## src/design/row_cache_pkg.sv

```systemverilog
// Shared constants, types and decoders for the row-cache memory controller
package row_cache_pkg;

   // ***************************************
   // Address layout
   // ***************************************
   localparam int ADDR_W = 19;
   localparam int COL_W = 8;
   localparam int ROW_W = 11;
   localparam int ROW_LO = 8;
   localparam int BANK_LO = 8;
   localparam int NUM_BANKS = 4;
   localparam int LATCH_W = 9;
   localparam int DATA_W = 8;

   typedef logic [1:0] bank_t;
   typedef logic [LATCH_W-1:0] latch_t;
   typedef logic [ROW_W-1:0] row_t;

   // ***************************************
   // Timing
   // ***************************************
   typedef logic [2:0] cnt_t;
   localparam int CLK_PERIOD_NS = 10;
   localparam int T_HIT_VALID_NS = 10;
   localparam int T_CACHE_NS = 12;
   localparam int T_MISS_NS = 30;
   localparam int T_PRECHARGE_NS = 20;
   localparam cnt_t HV_CYC =
      cnt_t'((T_HIT_VALID_NS + CLK_PERIOD_NS - 1) / CLK_PERIOD_NS);
   localparam cnt_t CACHE_CYC =
      cnt_t'((T_CACHE_NS + CLK_PERIOD_NS - 1) / CLK_PERIOD_NS);
   localparam cnt_t MISS_CYC =
      cnt_t'((T_MISS_NS + CLK_PERIOD_NS - 1) / CLK_PERIOD_NS);
   localparam cnt_t PRE_CYC =
      cnt_t'((T_PRECHARGE_NS + CLK_PERIOD_NS - 1) / CLK_PERIOD_NS);
   localparam cnt_t HV_LD = HV_CYC - 3'h1;
   localparam cnt_t CACHE_LD = CACHE_CYC - 3'h1;
   localparam cnt_t MISS_LD = MISS_CYC - 3'h1;
   localparam cnt_t PRE_LD = PRE_CYC - 3'h1;

   // ***************************************
   // Device pins and states
   // ***************************************
   typedef struct packed {
      logic sel_n;
      logic row_strobe_n;
      logic wr;
      logic cal_n;
      logic we_n;
      logic ref_n;
      logic oe_n;
      logic latch_en;
      logic dq_oe;
      logic [ROW_W-1:0] addr;
      logic [DATA_W-1:0] dq;
   } pins_s;

   localparam pins_s PINS_IDLE = '{sel_n: 1'b1, row_strobe_n: 1'b1,
      wr: 1'b0, cal_n: 1'b1, we_n: 1'b1, ref_n: 1'b1, oe_n: 1'b1,
      latch_en: 1'b0, dq_oe: 1'b0, addr: 11'h000, dq: 8'h00};

   typedef enum {ST_IDLE, ST_ROW, ST_COL, ST_WRITE, ST_PAGE, ST_PRE,
      ST_REFRESH} state_e;

   function automatic bank_t bank_of(input row_t row);
      return row[BANK_LO+1:BANK_LO];
   endfunction

   function automatic latch_t latch_of(input row_t row);
      return {row[ROW_W-1], row[BANK_LO-1:0]};
   endfunction

endpackage

```

## src/design/row_track_if.sv

```systemverilog
// Lookup and load signals between controller and row tracker
interface row_track_if;
   import row_cache_pkg::*;
   bank_t bank;
   latch_t row;
   logic load;
   logic hit;
   modport ctrl (output bank, output row, output load, input hit);
   modport trk (input bank, input row, input load, output hit);
endinterface

```

## src/design/row_cache_ctrl.sv

```systemverilog
// Controller that drives a banked row-cache memory through its pins
// ***************************************
// What this block does
// - An output data latch may be engaged to hold read data longer.
// - Column strobe held high on a read gives static column mode.
// - Column strobe low latches the column until change and return high.
// - A dedicated output enable gates the data outputs.
// - Read starts with row strobe low, write select low, refresh high.
// - A write happens only while column strobe and write enable are low.
// ***************************************
module row_cache_ctrl
   import row_cache_pkg::*;
(
   // Clock and reset
   input wire logic REF_CLK,
   input wire logic RST_N,
   // User requests
   input wire logic REQ_VALID,
   input wire logic REQ_WRITE,
   input wire logic [ADDR_W-1:0] REQ_ADDR,
   input wire logic [DATA_W-1:0] REQ_WDATA,
   output logic REQ_READY,
   output logic RSP_VALID,
   output logic [DATA_W-1:0] RSP_RDATA,
   // Maintenance
   input wire logic REFRESH_REQ,
   input wire logic EDO_EN,
   output logic REFRESH_ACK,
   // Device pins
   output logic SEL_N,
   output logic ROW_STROBE_N,
   output logic WR_SEL,
   output logic CAL_N,
   output logic WE_N,
   output logic REFRESH_N,
   output logic OE_N,
   output logic LATCH_EN,
   output logic [ROW_W-1:0] ADDR,
   output logic [DATA_W-1:0] DQ_OUT,
   output logic DQ_OE,
   input wire logic [DATA_W-1:0] DQ_IN,
   input wire logic HIT_N
);

   // ***************************************
   // Reset release
   // ***************************************
   logic [1:0] rst_sync_reg;
   logic rst_n;

   always_ff @(posedge REF_CLK or negedge RST_N)
   begin
      if (!RST_N)
         rst_sync_reg <= 2'b00;
      else
         rst_sync_reg <= {rst_sync_reg[0], 1'b1};
   end

   assign rst_n = rst_sync_reg[1];

   // ***************************************
   // Row tracker
   // ***************************************
   row_track_if trk ();

   row_tracker u_tracker (
      .clk (REF_CLK),
      .rst_n (rst_n),
      .trk (trk)
   );

   // ***************************************
   // Sequencer
   // ***************************************
   state_e state_reg;
   state_e state_next;
   cnt_t cnt_reg;
   cnt_t cnt_next;
   logic [ADDR_W-1:0] addr_reg;
   logic [ADDR_W-1:0] addr_next;
   logic [DATA_W-1:0] wdata_reg;
   logic [DATA_W-1:0] wdata_next;
   logic write_reg;
   logic write_next;
   logic [DATA_W-1:0] rdata_reg;
   logic [DATA_W-1:0] rdata_next;
   logic rsp_reg;
   logic rsp_next;
   logic ack_reg;
   logic ack_next;
   pins_s pin_reg;
   pins_s pin_next;
   logic page_match;
   logic fast;
   logic take;
   logic load;
   row_t cur_row;

   assign cur_row = addr_reg[ADDR_W-1:ROW_LO];
   assign trk.bank = bank_of(cur_row);
   assign trk.row = latch_of(cur_row);
   assign trk.load = load;
   // Trust a hit only when both the device and our mirror agree
   assign fast = trk.hit && !HIT_N;
   assign page_match = REQ_WRITE == write_reg &&
      REQ_ADDR[ADDR_W-1:ROW_LO] == cur_row;
   assign REQ_READY = (state_reg == ST_IDLE && !REFRESH_REQ) ||
      (state_reg == ST_PAGE && page_match);
   assign take = REQ_VALID && REQ_READY;

   always_comb
   begin
      state_next = state_reg;
      cnt_next = cnt_reg;
      addr_next = addr_reg;
      wdata_next = wdata_reg;
      write_next = write_reg;
      rdata_next = rdata_reg;
      rsp_next = 1'b0;
      ack_next = 1'b0;
      pin_next = pin_reg;
      load = 1'b0;
      if (cnt_reg != 3'h0)
         cnt_next = cnt_reg - 3'h1;
      case (state_reg)
         ST_IDLE:
         begin
            pin_next = PINS_IDLE;
            if (REFRESH_REQ)
            begin
               state_next = ST_REFRESH;
               cnt_next = MISS_LD;
               pin_next.ref_n = 1'b0;
               pin_next.row_strobe_n = 1'b0;
            end
            else if (take)
            begin
               state_next = ST_ROW;
               cnt_next = HV_LD;
               addr_next = REQ_ADDR;
               wdata_next = REQ_WDATA;
               write_next = REQ_WRITE;
               pin_next.sel_n = 1'b0;
               pin_next.row_strobe_n = 1'b0;
               pin_next.wr = REQ_WRITE;
               pin_next.addr = REQ_ADDR[ADDR_W-1:ROW_LO];
            end
         end
         ST_ROW:
         begin
            if (cnt_reg == 3'h0)
            begin
               pin_next.addr = {3'h0, addr_reg[COL_W-1:0]};
               if (write_reg)
               begin
                  state_next = ST_WRITE;
                  cnt_next = CACHE_LD;
                  pin_next.dq = wdata_reg;
                  pin_next.dq_oe = 1'b1;
                  pin_next.cal_n = 1'b0;
                  pin_next.we_n = 1'b0;
               end
               else
               begin
                  state_next = ST_COL;
                  // Miss waits for the row fill into the cache
                  cnt_next = fast ? CACHE_LD : MISS_LD;
                  load = HIT_N;
                  pin_next.oe_n = 1'b0;
               end
            end
         end
         ST_COL:
         begin
            pin_next.latch_en = 1'b0;
            if (cnt_reg == 3'h0)
            begin
               state_next = ST_PAGE;
               rdata_next = DQ_IN;
               rsp_next = 1'b1;
               pin_next.latch_en = EDO_EN;
            end
         end
         ST_WRITE:
         begin
            if (cnt_reg == 3'h0)
            begin
               state_next = ST_PAGE;
               rsp_next = 1'b1;
               pin_next.cal_n = 1'b1;
               pin_next.we_n = 1'b1;
               pin_next.dq_oe = 1'b0;
            end
         end
         ST_PAGE:
         begin
            if (take)
            begin
               addr_next = REQ_ADDR;
               wdata_next = REQ_WDATA;
               pin_next.addr = {3'h0, REQ_ADDR[COL_W-1:0]};
               if (write_reg)
               begin
                  state_next = ST_WRITE;
                  cnt_next = CACHE_LD;
                  pin_next.dq = REQ_WDATA;
                  pin_next.dq_oe = 1'b1;
                  pin_next.cal_n = 1'b0;
                  pin_next.we_n = 1'b0;
               end
               else
               begin
                  state_next = ST_COL;
                  cnt_next = CACHE_LD;
               end
            end
            else
            begin
               // Strobe goes high at once; the page stays cached in the device
               state_next = ST_PRE;
               cnt_next = PRE_LD;
               pin_next = PINS_IDLE;
            end
         end
         ST_PRE:
         begin
            if (cnt_reg == 3'h0)
               state_next = ST_IDLE;
         end
         ST_REFRESH:
         begin
            if (cnt_reg == 3'h0)
            begin
               state_next = ST_PRE;
               cnt_next = PRE_LD;
               ack_next = 1'b1;
               pin_next = PINS_IDLE;
            end
         end
         default:
         begin
            state_next = ST_IDLE;
            pin_next = PINS_IDLE;
         end
      endcase
   end

   always_ff @(posedge REF_CLK or negedge rst_n)
   begin
      if (!rst_n)
      begin
         state_reg <= ST_IDLE;
         cnt_reg <= 3'h0;
         addr_reg <= '0;
         wdata_reg <= 8'h00;
         write_reg <= 1'b0;
         rdata_reg <= 8'h00;
         rsp_reg <= 1'b0;
         ack_reg <= 1'b0;
         pin_reg <= PINS_IDLE;
      end
      else
      begin
         state_reg <= state_next;
         cnt_reg <= cnt_next;
         addr_reg <= addr_next;
         wdata_reg <= wdata_next;
         write_reg <= write_next;
         rdata_reg <= rdata_next;
         rsp_reg <= rsp_next;
         ack_reg <= ack_next;
         pin_reg <= pin_next;
      end
   end

   assign RSP_VALID = rsp_reg;
   assign RSP_RDATA = rdata_reg;
   assign REFRESH_ACK = ack_reg;
   assign SEL_N = pin_reg.sel_n;
   assign ROW_STROBE_N = pin_reg.row_strobe_n;
   assign WR_SEL = pin_reg.wr;
   assign CAL_N = pin_reg.cal_n;
   assign WE_N = pin_reg.we_n;
   assign REFRESH_N = pin_reg.ref_n;
   assign OE_N = pin_reg.oe_n;
   assign LATCH_EN = pin_reg.latch_en;
   assign ADDR = pin_reg.addr;
   assign DQ_OUT = pin_reg.dq;
   assign DQ_OE = pin_reg.dq_oe;
endmodule

```

## src/design/row_tracker.sv

```systemverilog
// Per-bank mirror of the device's last-read row latches
module row_tracker
   import row_cache_pkg::*;
(
   // Clock and reset
   input wire logic clk,
   input wire logic rst_n,
   // Lookup and load
   row_track_if.trk trk
);

   logic [NUM_BANKS-1:0] hit_bank;

   // ***************************************
   // One latch per bank
   // ***************************************
   genvar b;
   generate
      for (b = 0; b < NUM_BANKS; b++)
      begin : g_bank
         logic valid_reg;
         logic valid_next;
         latch_t row_reg;
         latch_t row_next;

         always_comb
         begin
            valid_next = valid_reg;
            row_next = row_reg;
            if (trk.load && trk.bank == bank_t'(b))
            begin
               valid_next = 1'b1;
               row_next = trk.row;
            end
         end

         // Starts invalid, so the first read of each bank waits as a miss
         always_ff @(posedge clk or negedge rst_n)
         begin
            if (!rst_n)
            begin
               valid_reg <= 1'b0;
               row_reg <= '0;
            end
            else
            begin
               valid_reg <= valid_next;
               row_reg <= row_next;
            end
         end

         assign hit_bank[b] = valid_reg && row_reg == trk.row;
      end
   endgenerate

   assign trk.hit = hit_bank[trk.bank];
endmodule

```

## config.mk

```make
export PLATFORM = sky130hd
export DESIGN_NAME = row_cache_ctrl
export DESIGN_NICKNAME = d
export VERILOG_FILES = /design/src/design/row_cache_pkg.sv /design/src/design/row_track_if.sv /design/src/design/row_cache_ctrl.sv /design/src/design/row_tracker.sv
export SDC_FILE = /design/constraint.sdc
export NUM_CORES = 1
export LEC_CHECK = 0
export BUFFER_PORTS_ARGS = -buffer_cell sky130_fd_sc_hd__buf_2
export CAP_MARGIN = 20
export CORE_MARGIN = 2
export CORE_UTILIZATION = 50
export DETAILED_ROUTE_END_ITERATION = 6
export HOLD_SLACK_MARGIN = 0.08
export PLACE_DENSITY = 0.76
export SLEW_MARGIN = 5
export SYNTH_ARGS = -nofsm -noshare
export SYNTH_HDL_FRONTEND = slang
export SYNTH_HIERARCHICAL = 1
export SYNTH_SLANG_ARGS = --single-unit
```

## constraint.sdc

```tcl
create_clock -name REF_CLK -period 7.9 [get_ports REF_CLK]
set_input_delay 1.185 -clock REF_CLK [delete_from_list [all_inputs] [get_ports REF_CLK]]
set_output_delay 1.185 -clock REF_CLK [all_outputs]
set_load 0.01 [all_outputs]
```

==> impl_metrics.toml <==
[sta]
fin_worst_skew_ns = 0.006078
finalCritPeriodShare_pct = 46.39
maxSlewViolCount = 0
tns_ns = 0
fmax_mhz = 272.9
hold_viol_final = 0
worst_pin_slew_ns = 0.9507
post-route-min-period_ns = 3.665
rsz0062_at_grt = "false"
finalSetupViolations = 0
relSlewSlack_pct = 36.62

[worst_setup_path]
startpoint_type = "primary input"
path_class = "primary input to primary output"
cp-end-kind = "primary output"
worstReg2RegEnd = "wdata_reg[4]"
critPathArrivalTime_ns = 2.48
timing.rr.start = "state_reg[1]"
worstPathRequired_ns = 6.71
rrSetupSlack_ns = 5.07
crit_top_cell = "buf_2"
cp_cell_sequence = "buf_2, xor2_1, nor4_1, and4_4, a21o_1, buf_2"
slowest_stage = "and4_4"
r2r_cells = 5
cp_max_fo = 12
crit_family = "simple AND/OR/NAND/NOR gates"
critPathBufInv = 2
max_stage_delay_ns = 0.41

[yosys]
synthMuxAreaShare_pct = 16.74
synth_cell_types = 59
syn_inst = 486
synthFlopType = "dfrtp_1"
postSynth.asyncResetShare_pct = 100.0
syn_nets = 531
synth_compound_area_share_pct = 10.57
synthesis.area_um2 = 5739
synth-seq-area-share_pct = 49.84
synth_xor_area_share_pct = 7.608
synth_seq_cells = 114
synth_warnings = 6
synth_fa_ha_area_share_pct = 0.6540
avgSynthCellArea_um2 = 11.81
synth-edff-count = 0
synth_top_family_by_area = "multiplexers"
yosys.area_share.simple_pct = 9.505

[layout]
largest_reg_flops = 36
n_antenna_cell = 0
fillers = 925
stdcell_area_um2 = 6701
drive_gt1_share_pct = 36.44
area_delta_synth_final_pct = 16.76
fin_nets = 600

[floorplanning]
coreArea_um2 = 11320
io_pins = 81
die_y_um = 111.1
initial_core_util_pct = 50.70
die_area_um2 = 12350
num_rows = 39
die_w_um = 111.1

[global_routing]
grt-ovfl-total = 0
grt_max_degree = 79
grt_pass1_vias = 4224
grt_pass1_wl_um = 21440
antenna_found_initial = 0
grt_util_all_layers_pct = 21.71

[placement]
place_hpwl_um = 8650
placed_area_um2 = 6141
place_congestion = 0.8404
numPortBuffers = 80

[clock_tree]
clock-sinks = 114
post-cts-setup-buffers = 0
cts_resized = 0
cts_root_buf = "clkbuf_16"
cts_hold_buf = 0
clk_pin_slew_ns = 0.06
cts_buffers = 17
cts_tree = "done"
clk_latency_ns = 0.41
cts_buffer_depth = 2
htree_levels = 4

[route]
vias_per_cell = 5.779
drt-total-wl_um = 12720
wire_per_inst_um = 17.89
drc = 0
drtIter0Drc = 285
drt.antenna.violating_nets = 0
first_pass_iters = 5
vias = 4109

[power_and_ir_drop]
power_mw = 2.657
leakage_nw = 3.245
ir_drop_v = 0.0002077
power.density_nw_per_um2 = 396.5

[job]
cap_viol_max_count = 0

[status]
status = "finished, final reports clean"

[hold_path]
min_path_type = "flop to asynchronous set/reset pin"
## report_power, final
group	internal, mW	switching, mW	leakage, nW
Combinational	0.456	0.441	1.49
Sequential	0.789	0.264	1.49
Clock	0.434	0.274	0.267
Total	1.68	0.979	3.24
## cell usage in the layout, fill, tap and decap left out, types with 3 or more instances in the layout
master,synthesis,final
a2111oi_0,8,8
a21o_1,4,4
a21oi_1,10,10
a222oi_1,5,5
a22o_1,8,8
a22oi_1,3,3
a31oi_1,9,9
and3_1,4,4
buf_2,11,80
clkbuf_16,0,17
clkbuf_8,0,4
clkinv_2,0,3
clkinv_4,0,3
clkinvlp_4,0,4
dfrtp_1,108,107
dfstp_2,6,6
ha_1,3,3
inv_1,18,18
mux2_2,52,52
mux2_4,19,19
mux2i_1,9,9
nand2_1,22,22
nand2b_1,3,3
nand3_1,13,13
nand4_1,10,10
nor2_1,14,14
nor2b_1,4,4
nor3_1,12,12
nor4_1,4,4
o21ai_0,20,20
o21ai_1,3,3
or2_2,4,4
xnor2_1,37,37
xor2_1,11,11
## through the flow
step / utilization, % / hold slack, ns / setup slack [ns] / std cells
detailed placement: 54.24 / 0.2964 / 4.258 / 679
finish: 59.20 / 0.2751 / 4.235 / 711
global route: 59.20 / 0.3195 / 4.183 / 711
global placement: 54.07 / 0.2803 / 4.282 / 678
CTS: 59.20 / 0.2961 / 4.255 / 711
floorplan: - / 0.3312 / 4.499 / 486
## worst max path at each step
stage	to	startpoint	slack, ns	cells after the start
3_3_place_gp	REQ_READY	REQ_ADDR[13]	4.28	6
6_report	REQ_READY	REQ_ADDR[13]	4.24	6
3_5_place_dp	REQ_READY	REQ_ADDR[13]	4.26	6
2_1_floorplan	ADDR[0]	rst_sync_reg[1]	4.50	0
5_1_grt	REQ_READY	REQ_ADDR[18]	4.18	6
4_1_cts	REQ_READY	REQ_ADDR[13]	4.25	6
## cells by family after synthesis
group	after synthesis
and+or+nand+nor	102
buffers and inverters	52
AOI/OAI and AO/OA	85
xor gates and xnor gates	49
muxes	80
adders and majority gates	3
other	1
DFF	114
## cell usage after synthesis, types with 8 or more instances
cell type	instances	area, um^2
a2111oi_0	8	70.07
o21ai_0	20	100.1
xor2_1	11	96.34
nand3_1	13	65.06
buf_6	8	90.09
nor3_1	12	60.06
dfrtp_1	108	2703
clkbuf_1	8	30.03
inv_1	18	67.56
a22o_1	8	70.07
nand4_1	10	62.56
mux2i_1	9	90.09
nand2_1	22	82.58
xnor2_1	37	324.1
buf_2	11	55.05
a21oi_1	10	50.05
a31oi_1	9	56.30
nor2_1	14	52.55
mux2_2	52	585.6
mux2_4	19	285.3
## area by class of cell
class                   instances  area [um^2]  area share, %
well taps                     143        178.9          2.670
clock inverters                11        80.08          1.195
repair buffers                 83        435.4          6.497
multi-input cells             320         2591          38.67
inverters                      19        71.32          1.064
clock buffers                  21        480.5          7.170
flip-flops and latches        114         2864          42.74
## layer usage
layer  routed length, um  part of all wire (%)  vias up  global-route usage, %
li1                    -                     -     1878                      -
met1                5298                    42     2071                  27.50
met2                6423                    50      136                  35.46
met3                 741                   5.8       24                  5.631
met4                 256                   2.0        0                  9.383
met5                   0                     0        -                      0
(Power assumes the default switching activity.)
